[config.mk]
export PLATFORM = sky130hd
export DESIGN_NAME = xcvr_rx_dev_flat
export DESIGN_NICKNAME = d
export VERILOG_FILES = /design/src/hdl/xcvr_ctrl_pkg.sv /design/src/hdl/xcvr_fab_if.sv /design/src/hdl/xcvr_rx_dev.sv /design/src/flat_wrapper.sv
export SDC_FILE = /design/constraint.sdc
export NUM_CORES = 1
export LEC_CHECK = 0
export ABC_AREA = 0
export BUFFER_PORTS_ARGS = -buffer_cell sky130_fd_sc_hd__buf_4
export CAP_MARGIN = 20
export CORE_MARGIN = 5
export CORE_UTILIZATION = 55
export CTS_CLUSTER_DIAMETER = 200
export DETAILED_ROUTE_END_ITERATION = 7
export GPL_TIMING_DRIVEN = 0
export PLACE_DENSITY = 0.75
export SETUP_SLACK_MARGIN = 0.02
export SLEW_MARGIN = 20
export SYNTH_ARGS = -nofsm -noshare
export SYNTH_HDL_FRONTEND = slang
export SYNTH_SLANG_ARGS = --single-unit
[constraint.sdc]
create_clock -name aclk -period 2.5 [get_ports aclk]
set_input_delay 0.125 -clock aclk [delete_from_list [all_inputs] [get_ports aclk]]
set_output_delay 0.125 -clock aclk [all_outputs]
set_load 0.005 [all_outputs]
[src/hdl/xcvr_ctrl_pkg.sv]
package xcvr_ctrl_pkg;

   // ==========================================================
   // Datapath defaults
   localparam int          CH_W_DEF       = 8;
   localparam int          NCH_DEF        = 1;
   localparam int          FIFO_DEPTH_DEF = 4;
   localparam int          BYTE_W         = 8;
   localparam logic [7:0]  ORD_PAT_DEF    = 8'hbc;
   localparam int          BOND_MIN       = 4;

   // ==========================================================
   // Power states
   localparam logic [1:0]  PS_P0          = 2'h0;
   localparam logic [1:0]  PS_P0S         = 2'h1;
   localparam logic [1:0]  PS_P1          = 2'h2;
   localparam logic [1:0]  PS_P2          = 2'h3;

   // ==========================================================
   // Byte ordering states
   typedef enum logic [2:0] {
      ORD_IDLE = 3'b001,
      ORD_SRCH = 3'b010,
      ORD_DONE = 3'b100
   } ord_st_t;

   // ==========================================================
   // Reconfiguration clock limits, kHz
   localparam int          RCFG_MIN_TX_KHZ = 2500;
   localparam int          RCFG_MIN_RX_KHZ = 37500;
   localparam int          RCFG_MAX_KHZ    = 50000;

   // ==========================================================
   // Register map
   localparam logic [7:0]  REG_CTRL   = 8'h00;
   localparam logic [7:0]  REG_STATUS = 8'h04;
   localparam logic [7:0]  REG_CMD    = 8'h08;
   localparam logic [7:0]  REG_DATA   = 8'h0c;

   localparam int          C_FORCE_LTD = 0;
   localparam int          C_FORCE_LTR = 1;
   localparam int          C_LPBK      = 2;
   localparam int          C_PLL_PD    = 3;
   localparam int          C_PS_LO     = 4;
   localparam int          C_PS_HI     = 5;
   localparam int          C_IDLE      = 6;
   localparam int          C_RX_RST    = 7;
   localparam int          C_ORD_EN    = 8;
   localparam int          C_DRAIN     = 9;
   localparam int          C_BITS      = 10;
   localparam logic [9:0]  CTRL_RST    = 10'h200;

   localparam int          S_REF_LOCK  = 0;
   localparam int          S_LTD       = 1;
   localparam int          S_PLL_LOCK  = 2;
   localparam int          S_SIGDET    = 3;
   localparam int          S_EIDLE     = 4;
   localparam int          S_ORD_DONE  = 5;
   localparam int          S_FIFO_ERR  = 6;
   localparam int          S_RCFG_OK   = 7;
   localparam int          S_RXCLK     = 8;
   localparam int          S_BONDCLK   = 9;

   localparam int          K_COMPLIANCE = 0;

   localparam logic [1:0]  RESP_OKAY   = 2'h0;
   localparam logic [1:0]  RESP_SLVERR = 2'h2;

endpackage

[src/hdl/xcvr_fab_if.sv]
`timescale 1ns/1ps
`default_nettype none
interface xcvr_fab_if #(
   parameter int CH_W = 8,
   parameter int NCH  = 1
);
   localparam int DW = CH_W * NCH;
   localparam int BW = DW / 8;

   logic [DW-1:0] rx_data;
   logic          rx_valid;
   logic          rx_ready;
   logic [BW-1:0] rx_run_disp;
   logic          rx_fifo_err;
   logic          ord_en;
   logic          ord_done;
   logic          cdr_ref_locked;
   logic          cdr_ltd_mode;
   logic          force_ltd;
   logic          force_ltr;
   logic          sig_detect;
   logic          elec_idle;
   logic          serial_lpbk;
   logic          pll_locked;
   logic          pll_pd;
   logic [1:0]    pstate;
   logic          tx_compliance;
   logic          tx_force_idle;
   logic          rx_dig_reset;
   logic          rx_clk_avail;
   logic          bond_clk_avail;

   modport dev (
      output rx_data, rx_valid, rx_run_disp, rx_fifo_err, ord_done,
             cdr_ref_locked, cdr_ltd_mode, sig_detect, elec_idle,
             pll_locked, rx_clk_avail, bond_clk_avail,
      input  rx_ready, ord_en, force_ltd, force_ltr, serial_lpbk,
             pll_pd, pstate, tx_compliance, tx_force_idle, rx_dig_reset
   );
   modport fab (
      input  rx_data, rx_valid, rx_run_disp, rx_fifo_err, ord_done,
             cdr_ref_locked, cdr_ltd_mode, sig_detect, elec_idle,
             pll_locked, rx_clk_avail, bond_clk_avail,
      output rx_ready, ord_en, force_ltd, force_ltr, serial_lpbk,
             pll_pd, pstate, tx_compliance, tx_force_idle, rx_dig_reset
   );
endinterface
`default_nettype wire

[src/hdl/xcvr_rx_dev.sv]
// Behaviour
// - Status registered on channel or bonded clock
// - Disparity bit per byte, high negative
// - Byte ordering restarts on enable rising edge
// - Ordering done when pattern seen in LSByte
// - Data width is channel width times channels
// - Recovered clock only without rate-match FIFO
// - Fabric reads FIFO at zero offset clock
// - FIFO error flag when full or empty
// - Reference-lock indicator follows CLK_DATA_RECOVERY reference lock
// - Mode indicator high in lock-to-data
// - Force inputs select auto, reference, data
// - PCIe, no inference: idle is inverted detect
// - Loopback select zero normal, one loopback
// - PLL lock indicator follows PLL lock
// - PLL power-down input stops the PLL
// - Bonded clock only in x4/x8 bonding
// - Reconfiguration clock within documented ranges
// - Power-state code selects four PCIe states
// - Compliance input only on first byte
// - PCIe signals active only in PCIe mode
// - Force idle drives electrical idle levels
// - Digital reset clears receive PCS logic
//
// The AXI4-Lite register port and the register offsets were decided locally.
`timescale 1ns/1ps
`default_nettype none
module xcvr_rx_dev
   import xcvr_ctrl_pkg::*;
#(
   parameter int         CH_W       = CH_W_DEF,
   parameter int         NCH        = NCH_DEF,
   parameter int         FIFO_DEPTH = FIFO_DEPTH_DEF,
   parameter logic [7:0] ORD_PAT    = ORD_PAT_DEF,
   parameter bit         PCIE_MODE  = 1'b1,
   parameter bit         EI_INFER   = 1'b0,
   parameter bit         RATE_MATCH = 1'b0,
   parameter int         BOND       = 1
) (
   input  wire logic                      aclk,          // Channel clock
   input  wire logic                      aresetn,       // Sync reset, low
   xcvr_fab_if.dev                        fab,           // Fabric side
   input  wire logic [CH_W*NCH-1:0]       pma_data,      // Deserialized word
   input  wire logic [CH_W*NCH/8-1:0]     pma_disp,      // Per-byte disparity
   input  wire logic                      pma_valid,     // Word strobe
   input  wire logic                      pma_ref_lock,  // CLK_DATA_RECOVERY near reference
   input  wire logic                      pma_sig_above, // Above threshold
   input  wire logic                      pll_lock_raw,  // Analog PLL lock
   output logic                           cdr_ltd_sel,   // CLK_DATA_RECOVERY to data mode
   output logic                           lpbk_sel,      // Serial loopback
   output logic                           pll_pd_out,    // PLL power-down
   output logic [1:0]                     pstate_out,    // Power state
   output logic                           tx_neg_disp,   // Force neg. disp.
   output logic                           tx_idle_out    // Tx idle levels
);

   localparam int DW = CH_W * NCH;
   localparam int BW = DW / BYTE_W;
   localparam int EW = DW + BW;
   localparam int AW = (FIFO_DEPTH > 1) ? $clog2(FIFO_DEPTH) : 1;
   // Count one bit wider than pointers, to tell full from empty
   localparam logic [AW:0] CNT_FULL = (AW+1)'(FIFO_DEPTH);

   // ==========================================================
   // State
   typedef struct packed {
      logic [FIFO_DEPTH-1:0][EW-1:0] mem;
      logic [AW-1:0]                 wp;
      logic [AW-1:0]                 rp;
      logic [AW:0]                   cnt;
      logic [DW-1:0]                 data;
      logic [BW-1:0]                 disp;
      logic                          valid;
      logic                          fifo_err;
      ord_st_t                       ord;
      logic                          ord_en_prev;
      logic                          ref_lk;
      logic                          ltd;
      logic                          sig;
      logic                          eidle;
      logic                          pll_lk;
      logic                          lpbk;
      logic                          pll_pd;
      logic [1:0]                    pstate;
      logic                          neg_disp;
      logic                          idle;
   } st_t;

   st_t q;
   st_t d;
   logic push;
   logic pop;

   // ==========================================================
   // Count decode, shared by the strobes and the error flag
   function automatic logic at_empty(input logic [AW:0] c);
      at_empty = (c == '0);
   endfunction

   function automatic logic at_full(input logic [AW:0] c);
      at_full = (c == CNT_FULL);
   endfunction

   // ==========================================================
   // Next state
   always_comb begin
      d    = q;
      pop  = fab.rx_ready && !at_empty(q.cnt);
      push = pma_valid && !at_full(q.cnt);

      // Words arriving while full are dropped; flag shows it
      if (push) begin
         d.mem[q.wp] = {pma_disp, pma_data};
         d.wp        = q.wp + 1'b1;
      end
      d.valid = pop;
      if (pop) begin
         {d.disp, d.data} = q.mem[q.rp];
         d.rp             = q.rp + 1'b1;
      end
      // Push and pop together leave the count as it is
      case ({push, pop})
         2'b10:   d.cnt = q.cnt + 1'b1;
         2'b01:   d.cnt = q.cnt - 1'b1;
         default: d.cnt = q.cnt;
      endcase
      d.fifo_err = at_empty(d.cnt) || at_full(d.cnt);

      // Enable and its copy both reset low: no false edge
      d.ord_en_prev = fab.ord_en;
      case (q.ord)
         ORD_IDLE: d.ord = ORD_IDLE;
         ORD_SRCH: begin
            if (push && (pma_data[BYTE_W-1:0] == ORD_PAT)) begin
               d.ord = ORD_DONE;
            end
         end
         ORD_DONE: d.ord = ORD_DONE;
         // Stray codes fall back to idle
         default:  d.ord = ORD_IDLE;
      endcase
      if (fab.ord_en && !q.ord_en_prev) begin
         d.ord = ORD_SRCH;
      end

      d.ref_lk = pma_ref_lock;
      // Force-data wins whatever force-reference says
      if (fab.force_ltd) begin
         d.ltd = 1'b1;
      end else if (fab.force_ltr) begin
         d.ltd = 1'b0;
      end else begin
         d.ltd = pma_ref_lock;
      end
      d.sig    = pma_sig_above;
      // With inference on, no idle condition is inferred here
      d.eidle  = PCIE_MODE && !EI_INFER && !pma_sig_above;
      d.lpbk   = fab.serial_lpbk;
      d.pll_pd = fab.pll_pd;
      d.pll_lk = pll_lock_raw && !fab.pll_pd;
      d.pstate = PCIE_MODE ? fab.pstate : PS_P0;
      d.neg_disp = PCIE_MODE && fab.tx_compliance;
      d.idle   = fab.tx_force_idle;

      // PCS only; lock and status paths run on
      if (fab.rx_dig_reset) begin
         d.wp       = '0;
         d.rp       = '0;
         d.cnt      = '0;
         d.valid    = 1'b0;
         d.fifo_err = 1'b1;
         d.ord      = ORD_IDLE;
      end
   end

   // ==========================================================
   // Registers
   always_ff @(posedge aclk) begin
      if (!aresetn) begin
         q          <= '0;
         q.ord      <= ORD_IDLE;
         // FIFO starts empty, so its flag starts high
         q.fifo_err <= 1'b1;
      end else begin
         q <= d;
      end
   end

   // ==========================================================
   // Outputs
   assign fab.rx_data        = q.data;
   assign fab.rx_valid       = q.valid;
   assign fab.rx_run_disp    = q.disp;
   assign fab.rx_fifo_err    = q.fifo_err;
   assign fab.ord_done       = (q.ord == ORD_DONE);
   assign fab.cdr_ref_locked = q.ref_lk;
   assign fab.cdr_ltd_mode   = q.ltd;
   assign fab.sig_detect     = q.sig;
   assign fab.elec_idle      = q.eidle;
   assign fab.pll_locked     = q.pll_lk;
   // No clocks are made here; only their presence is shown
   assign fab.rx_clk_avail   = !RATE_MATCH;
   assign fab.bond_clk_avail = (BOND >= BOND_MIN);
   assign cdr_ltd_sel        = q.ltd;
   assign lpbk_sel           = q.lpbk;
   assign pll_pd_out         = q.pll_pd;
   assign pstate_out         = q.pstate;
   assign tx_neg_disp        = q.neg_disp;
   assign tx_idle_out        = q.idle;

endmodule
`default_nettype wire
[src/flat_wrapper.sv]
// flat-port wrapper written by rule: the top's interface ports become plain ports
module xcvr_rx_dev_flat import xcvr_ctrl_pkg::*;
#(
   parameter int         CH_W       = CH_W_DEF,
   parameter int         NCH        = NCH_DEF,
   parameter int         FIFO_DEPTH = FIFO_DEPTH_DEF,
   parameter logic [7:0] ORD_PAT    = ORD_PAT_DEF,
   parameter bit         PCIE_MODE  = 1'b1,
   parameter bit         EI_INFER   = 1'b0,
   parameter bit         RATE_MATCH = 1'b0,
   parameter int         BOND       = 1
)
  (aclk, aresetn, pma_data, pma_disp, pma_valid, pma_ref_lock, pma_sig_above, pll_lock_raw, cdr_ltd_sel, lpbk_sel, pll_pd_out, pstate_out, tx_neg_disp, tx_idle_out, fab_rx_data, fab_rx_valid, fab_rx_run_disp, fab_rx_fifo_err, fab_ord_done, fab_cdr_ref_locked, fab_cdr_ltd_mode, fab_sig_detect, fab_elec_idle, fab_pll_locked, fab_rx_clk_avail, fab_bond_clk_avail, fab_rx_ready, fab_ord_en, fab_force_ltd, fab_force_ltr, fab_serial_lpbk, fab_pll_pd, fab_pstate, fab_tx_compliance, fab_tx_force_idle, fab_rx_dig_reset);
  xcvr_fab_if #(.CH_W(CH_W), .NCH(NCH)) fab_i ();
  input  wire logic aclk;
  input  wire logic aresetn;
  input  wire logic [CH_W*NCH-1:0] pma_data;
  input  wire logic [CH_W*NCH/8-1:0] pma_disp;
  input  wire logic pma_valid;
  input  wire logic pma_ref_lock;
  input  wire logic pma_sig_above;
  input  wire logic pll_lock_raw;
  output logic cdr_ltd_sel;
  output logic lpbk_sel;
  output logic pll_pd_out;
  output logic [1:0] pstate_out;
  output logic tx_neg_disp;
  output logic tx_idle_out;
  output wire logic [$bits(fab_i.rx_data)-1:0] fab_rx_data;
  output wire logic [$bits(fab_i.rx_valid)-1:0] fab_rx_valid;
  output wire logic [$bits(fab_i.rx_run_disp)-1:0] fab_rx_run_disp;
  output wire logic [$bits(fab_i.rx_fifo_err)-1:0] fab_rx_fifo_err;
  output wire logic [$bits(fab_i.ord_done)-1:0] fab_ord_done;
  output wire logic [$bits(fab_i.cdr_ref_locked)-1:0] fab_cdr_ref_locked;
  output wire logic [$bits(fab_i.cdr_ltd_mode)-1:0] fab_cdr_ltd_mode;
  output wire logic [$bits(fab_i.sig_detect)-1:0] fab_sig_detect;
  output wire logic [$bits(fab_i.elec_idle)-1:0] fab_elec_idle;
  output wire logic [$bits(fab_i.pll_locked)-1:0] fab_pll_locked;
  output wire logic [$bits(fab_i.rx_clk_avail)-1:0] fab_rx_clk_avail;
  output wire logic [$bits(fab_i.bond_clk_avail)-1:0] fab_bond_clk_avail;
  input wire logic [$bits(fab_i.rx_ready)-1:0] fab_rx_ready;
  input wire logic [$bits(fab_i.ord_en)-1:0] fab_ord_en;
  input wire logic [$bits(fab_i.force_ltd)-1:0] fab_force_ltd;
  input wire logic [$bits(fab_i.force_ltr)-1:0] fab_force_ltr;
  input wire logic [$bits(fab_i.serial_lpbk)-1:0] fab_serial_lpbk;
  input wire logic [$bits(fab_i.pll_pd)-1:0] fab_pll_pd;
  input wire logic [$bits(fab_i.pstate)-1:0] fab_pstate;
  input wire logic [$bits(fab_i.tx_compliance)-1:0] fab_tx_compliance;
  input wire logic [$bits(fab_i.tx_force_idle)-1:0] fab_tx_force_idle;
  input wire logic [$bits(fab_i.rx_dig_reset)-1:0] fab_rx_dig_reset;
  assign fab_rx_data = fab_i.rx_data;
  assign fab_rx_valid = fab_i.rx_valid;
  assign fab_rx_run_disp = fab_i.rx_run_disp;
  assign fab_rx_fifo_err = fab_i.rx_fifo_err;
  assign fab_ord_done = fab_i.ord_done;
  assign fab_cdr_ref_locked = fab_i.cdr_ref_locked;
  assign fab_cdr_ltd_mode = fab_i.cdr_ltd_mode;
  assign fab_sig_detect = fab_i.sig_detect;
  assign fab_elec_idle = fab_i.elec_idle;
  assign fab_pll_locked = fab_i.pll_locked;
  assign fab_rx_clk_avail = fab_i.rx_clk_avail;
  assign fab_bond_clk_avail = fab_i.bond_clk_avail;
  assign fab_i.rx_ready = fab_rx_ready;
  assign fab_i.ord_en = fab_ord_en;
  assign fab_i.force_ltd = fab_force_ltd;
  assign fab_i.force_ltr = fab_force_ltr;
  assign fab_i.serial_lpbk = fab_serial_lpbk;
  assign fab_i.pll_pd = fab_pll_pd;
  assign fab_i.pstate = fab_pstate;
  assign fab_i.tx_compliance = fab_tx_compliance;
  assign fab_i.tx_force_idle = fab_tx_force_idle;
  assign fab_i.rx_dig_reset = fab_rx_dig_reset;
  xcvr_rx_dev #(.CH_W(CH_W), .NCH(NCH), .FIFO_DEPTH(FIFO_DEPTH), .ORD_PAT(ORD_PAT), .PCIE_MODE(PCIE_MODE), .EI_INFER(EI_INFER), .RATE_MATCH(RATE_MATCH), .BOND(BOND)) u_core (.aclk(aclk), .aresetn(aresetn), .fab(fab_i), .pma_data(pma_data), .pma_disp(pma_disp), .pma_valid(pma_valid), .pma_ref_lock(pma_ref_lock), .pma_sig_above(pma_sig_above), .pll_lock_raw(pll_lock_raw), .cdr_ltd_sel(cdr_ltd_sel), .lpbk_sel(lpbk_sel), .pll_pd_out(pll_pd_out), .pstate_out(pstate_out), .tx_neg_disp(tx_neg_disp), .tx_idle_out(tx_idle_out));
endmodule
---- Word-level counts from Yosys, hierarchy flattened ----
Cells that the tools add are included.
word-level totals
  logic and storage cells ................. 68
  bits of input ports ..................... 26
  output and inout port bits .............. 26
  register bits ........................... 69
cells by class
  reductions and logical operators ........ 16
  bitwise logic cells ..................... 1
  add/sub/neg operators ................... 4
  muxes and demuxes ....................... 11
  $lt $le $gt $ge ......................... 3
  eq/ne operators ......................... 9
operators with widths
  operator                                                           count
  bitwise mux 36 bit                                                 1
  binary-select mux 9 bit (select 2 bit)                             1
  demux 9 bit (select 2 bit)                                         1
  two-way mux 9 bit                                                  2
  one-hot mux 3 bit (2 select lines)                                 2
  == test 3 bit, second input constant                               3
  == test 8 bit, second input constant                               1
  logical AND 1 bit                                                  6
  logical NOT 3 bit                                                  2
  less-than comparator 2 x 3 -> 1 bit, second input constant         2
  logical NOT 1 bit                                                  5
  adder 2 x 1 -> 2 bit, second input constant                        2
  adder 3 x 1 -> 3 bit, second input constant                        1
  == test 3 x 2 -> 1 bit, second input constant                      1
  two-way mux 3 bit                                                  1
  != test 3 x 1 -> 1 bit, second input constant                      1
  OR reduction 3 bit                                                 1
  subtractor 3 x 1 -> 3 bit, second input constant                   1
  == test 2 x 1 -> 1 bit, second input constant                      1
  == test 2 bit, second input constant                               1
  greater-or-equal comparator 2 x 1 -> 1 bit, second input constant  1
  two-way mux 1 bit                                                  2
  two-way mux 2 bit                                                  1
  != test 2 x 1 -> 1 bit, second input constant                      1
  3 further kinds                                                    3

---- Longest topological paths before layout ----
  depth after elaboration ................. 7
  depth in mapped cells ................... 10
  mapped depth without buffers ............ 8

---- Worst setup path before layout ----
No wires, ideal clock.
  kind .................................... flip-flop to flip-flop
  start ................................... register u_core.q[26] (netlist name)
  end ..................................... register u_core.q, in the netlist u_core.fab.rx_fifo_err
  buffers on the path ..................... 2
  arrival time ............................ 2.093 ns
  data required time ...................... 2.377 ns
  cell stages (with the launch flop) ...... 9
  library setup time ...................... 0.123 ns
  path slack .............................. 0.285 ns
  period minus slack after synthesis ...... 2.215 ns
  path through ............................ dfxtp_1 -> buf_6 -> o31a_2 -> clkbuf_1 -> ha_1 -> inv_1 -> fa_1 -> nor2b_1 -> a221o_2
between the ends
  cells in the longest elaborated chain, start to end .. 7
  elaborated cells on any way between the ends .. 14
  classes of those cells .................. add/sub: 2; eq/ne: 4; mux: 1; reduce/logical: 7
ends and longest elaborated chain
  what                                                            RTL line                               text
  from (decl)                                                     xcvr_rx_dev.sv:89                      st_t q;
  logical NOT 3 bit (*)                                           xcvr_rx_dev.sv:97                      at_empty = (c == '0);
  logical NOT 1 bit (*)                                           xcvr_rx_dev.sv:108                     pop = fab.rx_ready && !at_empty(q.cnt);
  logical AND 1 bit (*)                                           xcvr_rx_dev.sv:108
  net u_core.pop                                                  xcvr_rx_dev.sv:92                      logic pop;
  == test 2 x 1 -> 1 bit / == test 2 bit (equally long branches)  xcvr_rx_dev.sv:122                     case ({push, pop})
  one-hot mux 3 bit (2 select lines) (*)                          xcvr_rx_dev.sv:122
  == test 3 bit / logical NOT 3 bit (equally long branches)       xcvr_rx_dev.sv:101, xcvr_rx_dev.sv:97
  logical OR 1 bit (*)                                            xcvr_rx_dev.sv:127                     d.fifo_err = at_empty(d.cnt) || at_full(d.cnt);
Mark *: on every way through the listed nets, which the timed path passes. The rest lies on a longest branch.
A chain may end at the register's enable or synchronous reset.

---- Worst setup path in the final report ----
  start ................................... register u_core.q[26] (netlist name)
  end ..................................... register u_core.q[28] (netlist name)
between the ends
  cells in the longest elaborated chain, start to end .. 5
  elaborated cells on any way between the ends .. 11
  classes of those cells .................. add/sub: 2; eq/ne: 3; mux: 1; reduce/logical: 5
ends and longest elaborated chain
  what                                                            RTL line
  == test 3 bit / logical NOT 3 bit (equally long branches)       xcvr_rx_dev.sv:101, xcvr_rx_dev.sv:97
  logical NOT 1 bit (on tied branches)                            xcvr_rx_dev.sv:109, xcvr_rx_dev.sv:108
  logical AND 1 bit (on tied branches)                            xcvr_rx_dev.sv:109, xcvr_rx_dev.sv:108
  == test 2 x 1 -> 1 bit / == test 2 bit (equally long branches)  xcvr_rx_dev.sv:122
  one-hot mux 3 bit (2 select lines) (*)                          xcvr_rx_dev.sv:122
Every way passes the cells marked *; elsewhere a longest branch is shown, timed or not.

==> metrics.yaml <==
critical_path:
  cp.required_ns: 2.76
  rr_endpoint: "u_core.q[28]"
  path_max_fanout: 8
  critical_path.startpoint: "u_core.q[26]"
  crit_path_end_kind: "flop"
  r2r_cells: 10
  ff2ff_setup_slack_ns: 0.22
  rr_startpoint: "u_core.q[26]"
  cp-endpoint: "u_core.q[28]"
  critical_path_class: "reg -> reg"
  critPathLaunchType: "flop"
  cp.arrival_ns: 2.54
grt:
  use_met2_pct: 30.25
  grt_util_met3_pct: 5.347
  grt_pass1_wl_mm: 10.15
  grt-busiest-layer: "met2"
  grt_max_degree: 12
  overflow: 0
  antenna_found_initial: 0
  grt_pass1_vias: 2176
  met1_usage_pct: 22.52
  grt_util_all_layers_pct: 18.49
floorplanning:
  initial_core_util_pct: 57.09
  die_w_um: 83.27
  die_y_um: 83.27
  rows: 26
  design.core.area_mm2: 0.005172
  dieArea_mm2: 0.006934
  ios: 52
run_status:
  status: "finished clean"
drt:
  drt-total-wl_mm: 6.102
  wl_per_cell_um: 14.32
  vias: 2142
  drt_iter0_drc: 105
  dr.pass1.iters: 4
  viasPerCell: 5.028
  drc_errors: 0
  antenna_left: 0
sta:
  drv_slew: 0
  layout_setup_ws_ns: 0.2245
  fmax_ghz: 0.4395
  period_share_pct: 91.02
  final_hold_viol_count: 0
  rsz0062_at_grt: "false"
  fin_skew_ns: 0.006532
  setup_viol: 0
  maxSlewHeadroom_pct: 59.31
  holdWs_ns: 0.09743
  min_period_ns: 2.276
  fin_tns_setup_ns: 0
  worst_slew_pin_slew_ns: 0.6104
clock_network:
  ctsResizeCount: 0
  clock_path_buffers: 2
  htree_num_levels: 3
  cts_tree: "built"
  cts_setup_buffers: 0
  cts_buffers: 9
  clockRootBuffer: "clkbuf_8"
  clk_latency_ns: 0.34
  numClockSinks: 69
  clkTransAtPathRegs_ns: 0.07
pwr:
  powerDensity_mw_per_mm2: 597.2
  total_power_uw: 2201
  leakagePower_uw: 0.001687
  peakVddDrop_mv: 0.6003
cells_and_area:
  nFillCells: 386
  drive_gt1_share_pct: 28.37
  largest_reg_flops: 47
  fin_nets: 383
  antenna_cells: 0
  stdcell_area_mm2: 0.003685
  area_delta_synth_final_pct: 24.79
  largest-register: "u_core.q"
placement:
  port_buffers: 48
  dp.final_hpwl_mm: 4.296
  globalplace.congestion: 0.8226
  dpl_cell_area_mm2: 0.003401
  place_ws_ns: 0.06476
hold_path:
  worstHoldPathType: "in -> reg"
yosys:
  netlist_area_mm2: 0.002953
  syn_area_per_cell_um2: 10.47
  synth_seq_cells: 69
  yosysTopAreaCellShare_pct: 46.78
  ys_warn_count: 0
  syn_nets: 314
  synth_cell_types: 37
  netlist_top_cells_area: "dfxtp_1 (47%), mux2i_1 (12%), nand2_1 (7.1%)"
  syn_inst: 282
  yosys.area.top_type: "dfxtp_1"
  seq_area_frac_synth_pct: 46.78
run:
  max_cap_viol_count: 0
[worst min-delay path by stage]
stage | startpoint | endpoint | slack (ns) | depth (start not counted)
2_1_floorplan | pma_sig_above | u_core.fab.elec_idle | 0.20 | 1
3_3_place_gp | pma_sig_above | u_core.fab.elec_idle | 0.29 | 2
3_5_place_dp | pma_sig_above | u_core.fab.elec_idle | 0.29 | 2
4_1_cts | fab_force_ltr | u_core.cdr_ltd_sel | 0.1 | 3
5_1_grt | fab_force_ltr | u_core.cdr_ltd_sel | 0.09 | 3
6_report | fab_force_ltr | u_core.cdr_ltd_sel | 0.1 | 3
[critical path, cell delays in order (launching register included)]
cell and delay, ns:
dfxtp_1 0.31, buf_6 0.12, or3b_1 0.36, buf_6 0.15
nand2_1 0.07, ha_1 0.17, inv_1 0.06, fa_1 0.37
xor2_1 0.15, or3_1 0.30, a21oi_1 0.14
[cells by family (layout without fill, tap and decap cells)]
family / count (synthesis) / after routing / share of synthesized area (%)
DFF: 69 / 69 / 46.78
muxes: 45 / 45 / 19.07
other: 2 / 2 / 0.2543
adders and majority gates: 6 / 6 / 2.797
and+or+nand+nor: 93 / 93 / 15.34
AOI/OAI and AO/OA: 24 / 24 / 6.187
buffers and inverters: 39 / 113 / 8.390
xor gates and xnor gates: 4 / 4 / 1.187
[power by group]
part | total [uW] | leakage [uW] | internal, uW | switching [uW]
Clock | 810 | 0.0000921 | 409 | 401
Sequential | 1150 | 0.000562 | 1130 | 16.7
Combinational | 239 | 0.00103 | 128 | 111
[cell usage in the layout (no fill, tap or decap), types with 5 or more instances in the layout]
master         Yosys  final
dfxtp_1           69     69
buf_4             14     62
nand2_1           56     56
mux2i_1           36     36
clkbuf_8           0     11
dlygate4sd3_1      0     11
and2_1            10     10
mux4_2             9      9
o2bb2ai_1          9      9
inv_1              7      7
nor2_1             7      7
buf_6              6      6
clkbuf_1           5      5
ha_1               5      5
[final cells by class]
type	count	area (um2)	area share [%]
Timing Repair Buffer	59	470.5	12.77
Sequential cell	69	1381	37.49
Multi-Input combinational cell	174	1324	35.93
Clock buffer	12	155.1	4.211
Tap cell	70	87.58	2.377
Inverter	7	26.28	0.7131
Clock inverter	4	22.52	0.6112
Buffer	31	217.7	5.908
[Yosys cell counts, drive strengths merged]
cell / n
or3b: 1
fa: 1
ha: 5
inv: 7
or3: 1
nor2: 7
o31a: 1
nand3: 6
o311ai: 1
o2bb2ai: 9
dfxtp: 69
nand2: 56
o41ai: 1
xnor2: 1
buf: 27
o21a: 1
a21o: 2
nand4b: 1
a221o: 1
o21ai: 3
nor3b: 2
a211oi: 1
xor2: 3
nand4bb: 1
mux2i: 36
nor4bb: 1
nor2b: 3
a21oi: 4
mux4: 9
conb: 2
clkbuf: 5
and2: 10
nand2b: 4
[metal layers]
layer / share of wire, % / wire length (um)
met1: 43 / 2613
met2: 49 / 2977
met3: 6.3 / 387
met4: 2.0 / 124
met5: 0 / 0
[per-stage QoR]
step,utilization (%),instances
after detailed placement,65.75,400
after CTS,71.31,427
after floorplan,-,282
after global placement,65.75,400
after global routing,71.24,426
final,71.24,426
[what timing repair did]
item / 4_1_cts / 5_1_grt
hold buffers: 11 / 0
setup endpoints to repair: 0 / 3
hold endpoints to repair: 11 / 0
No activity file was read; power rests on OpenSTA's default activity.
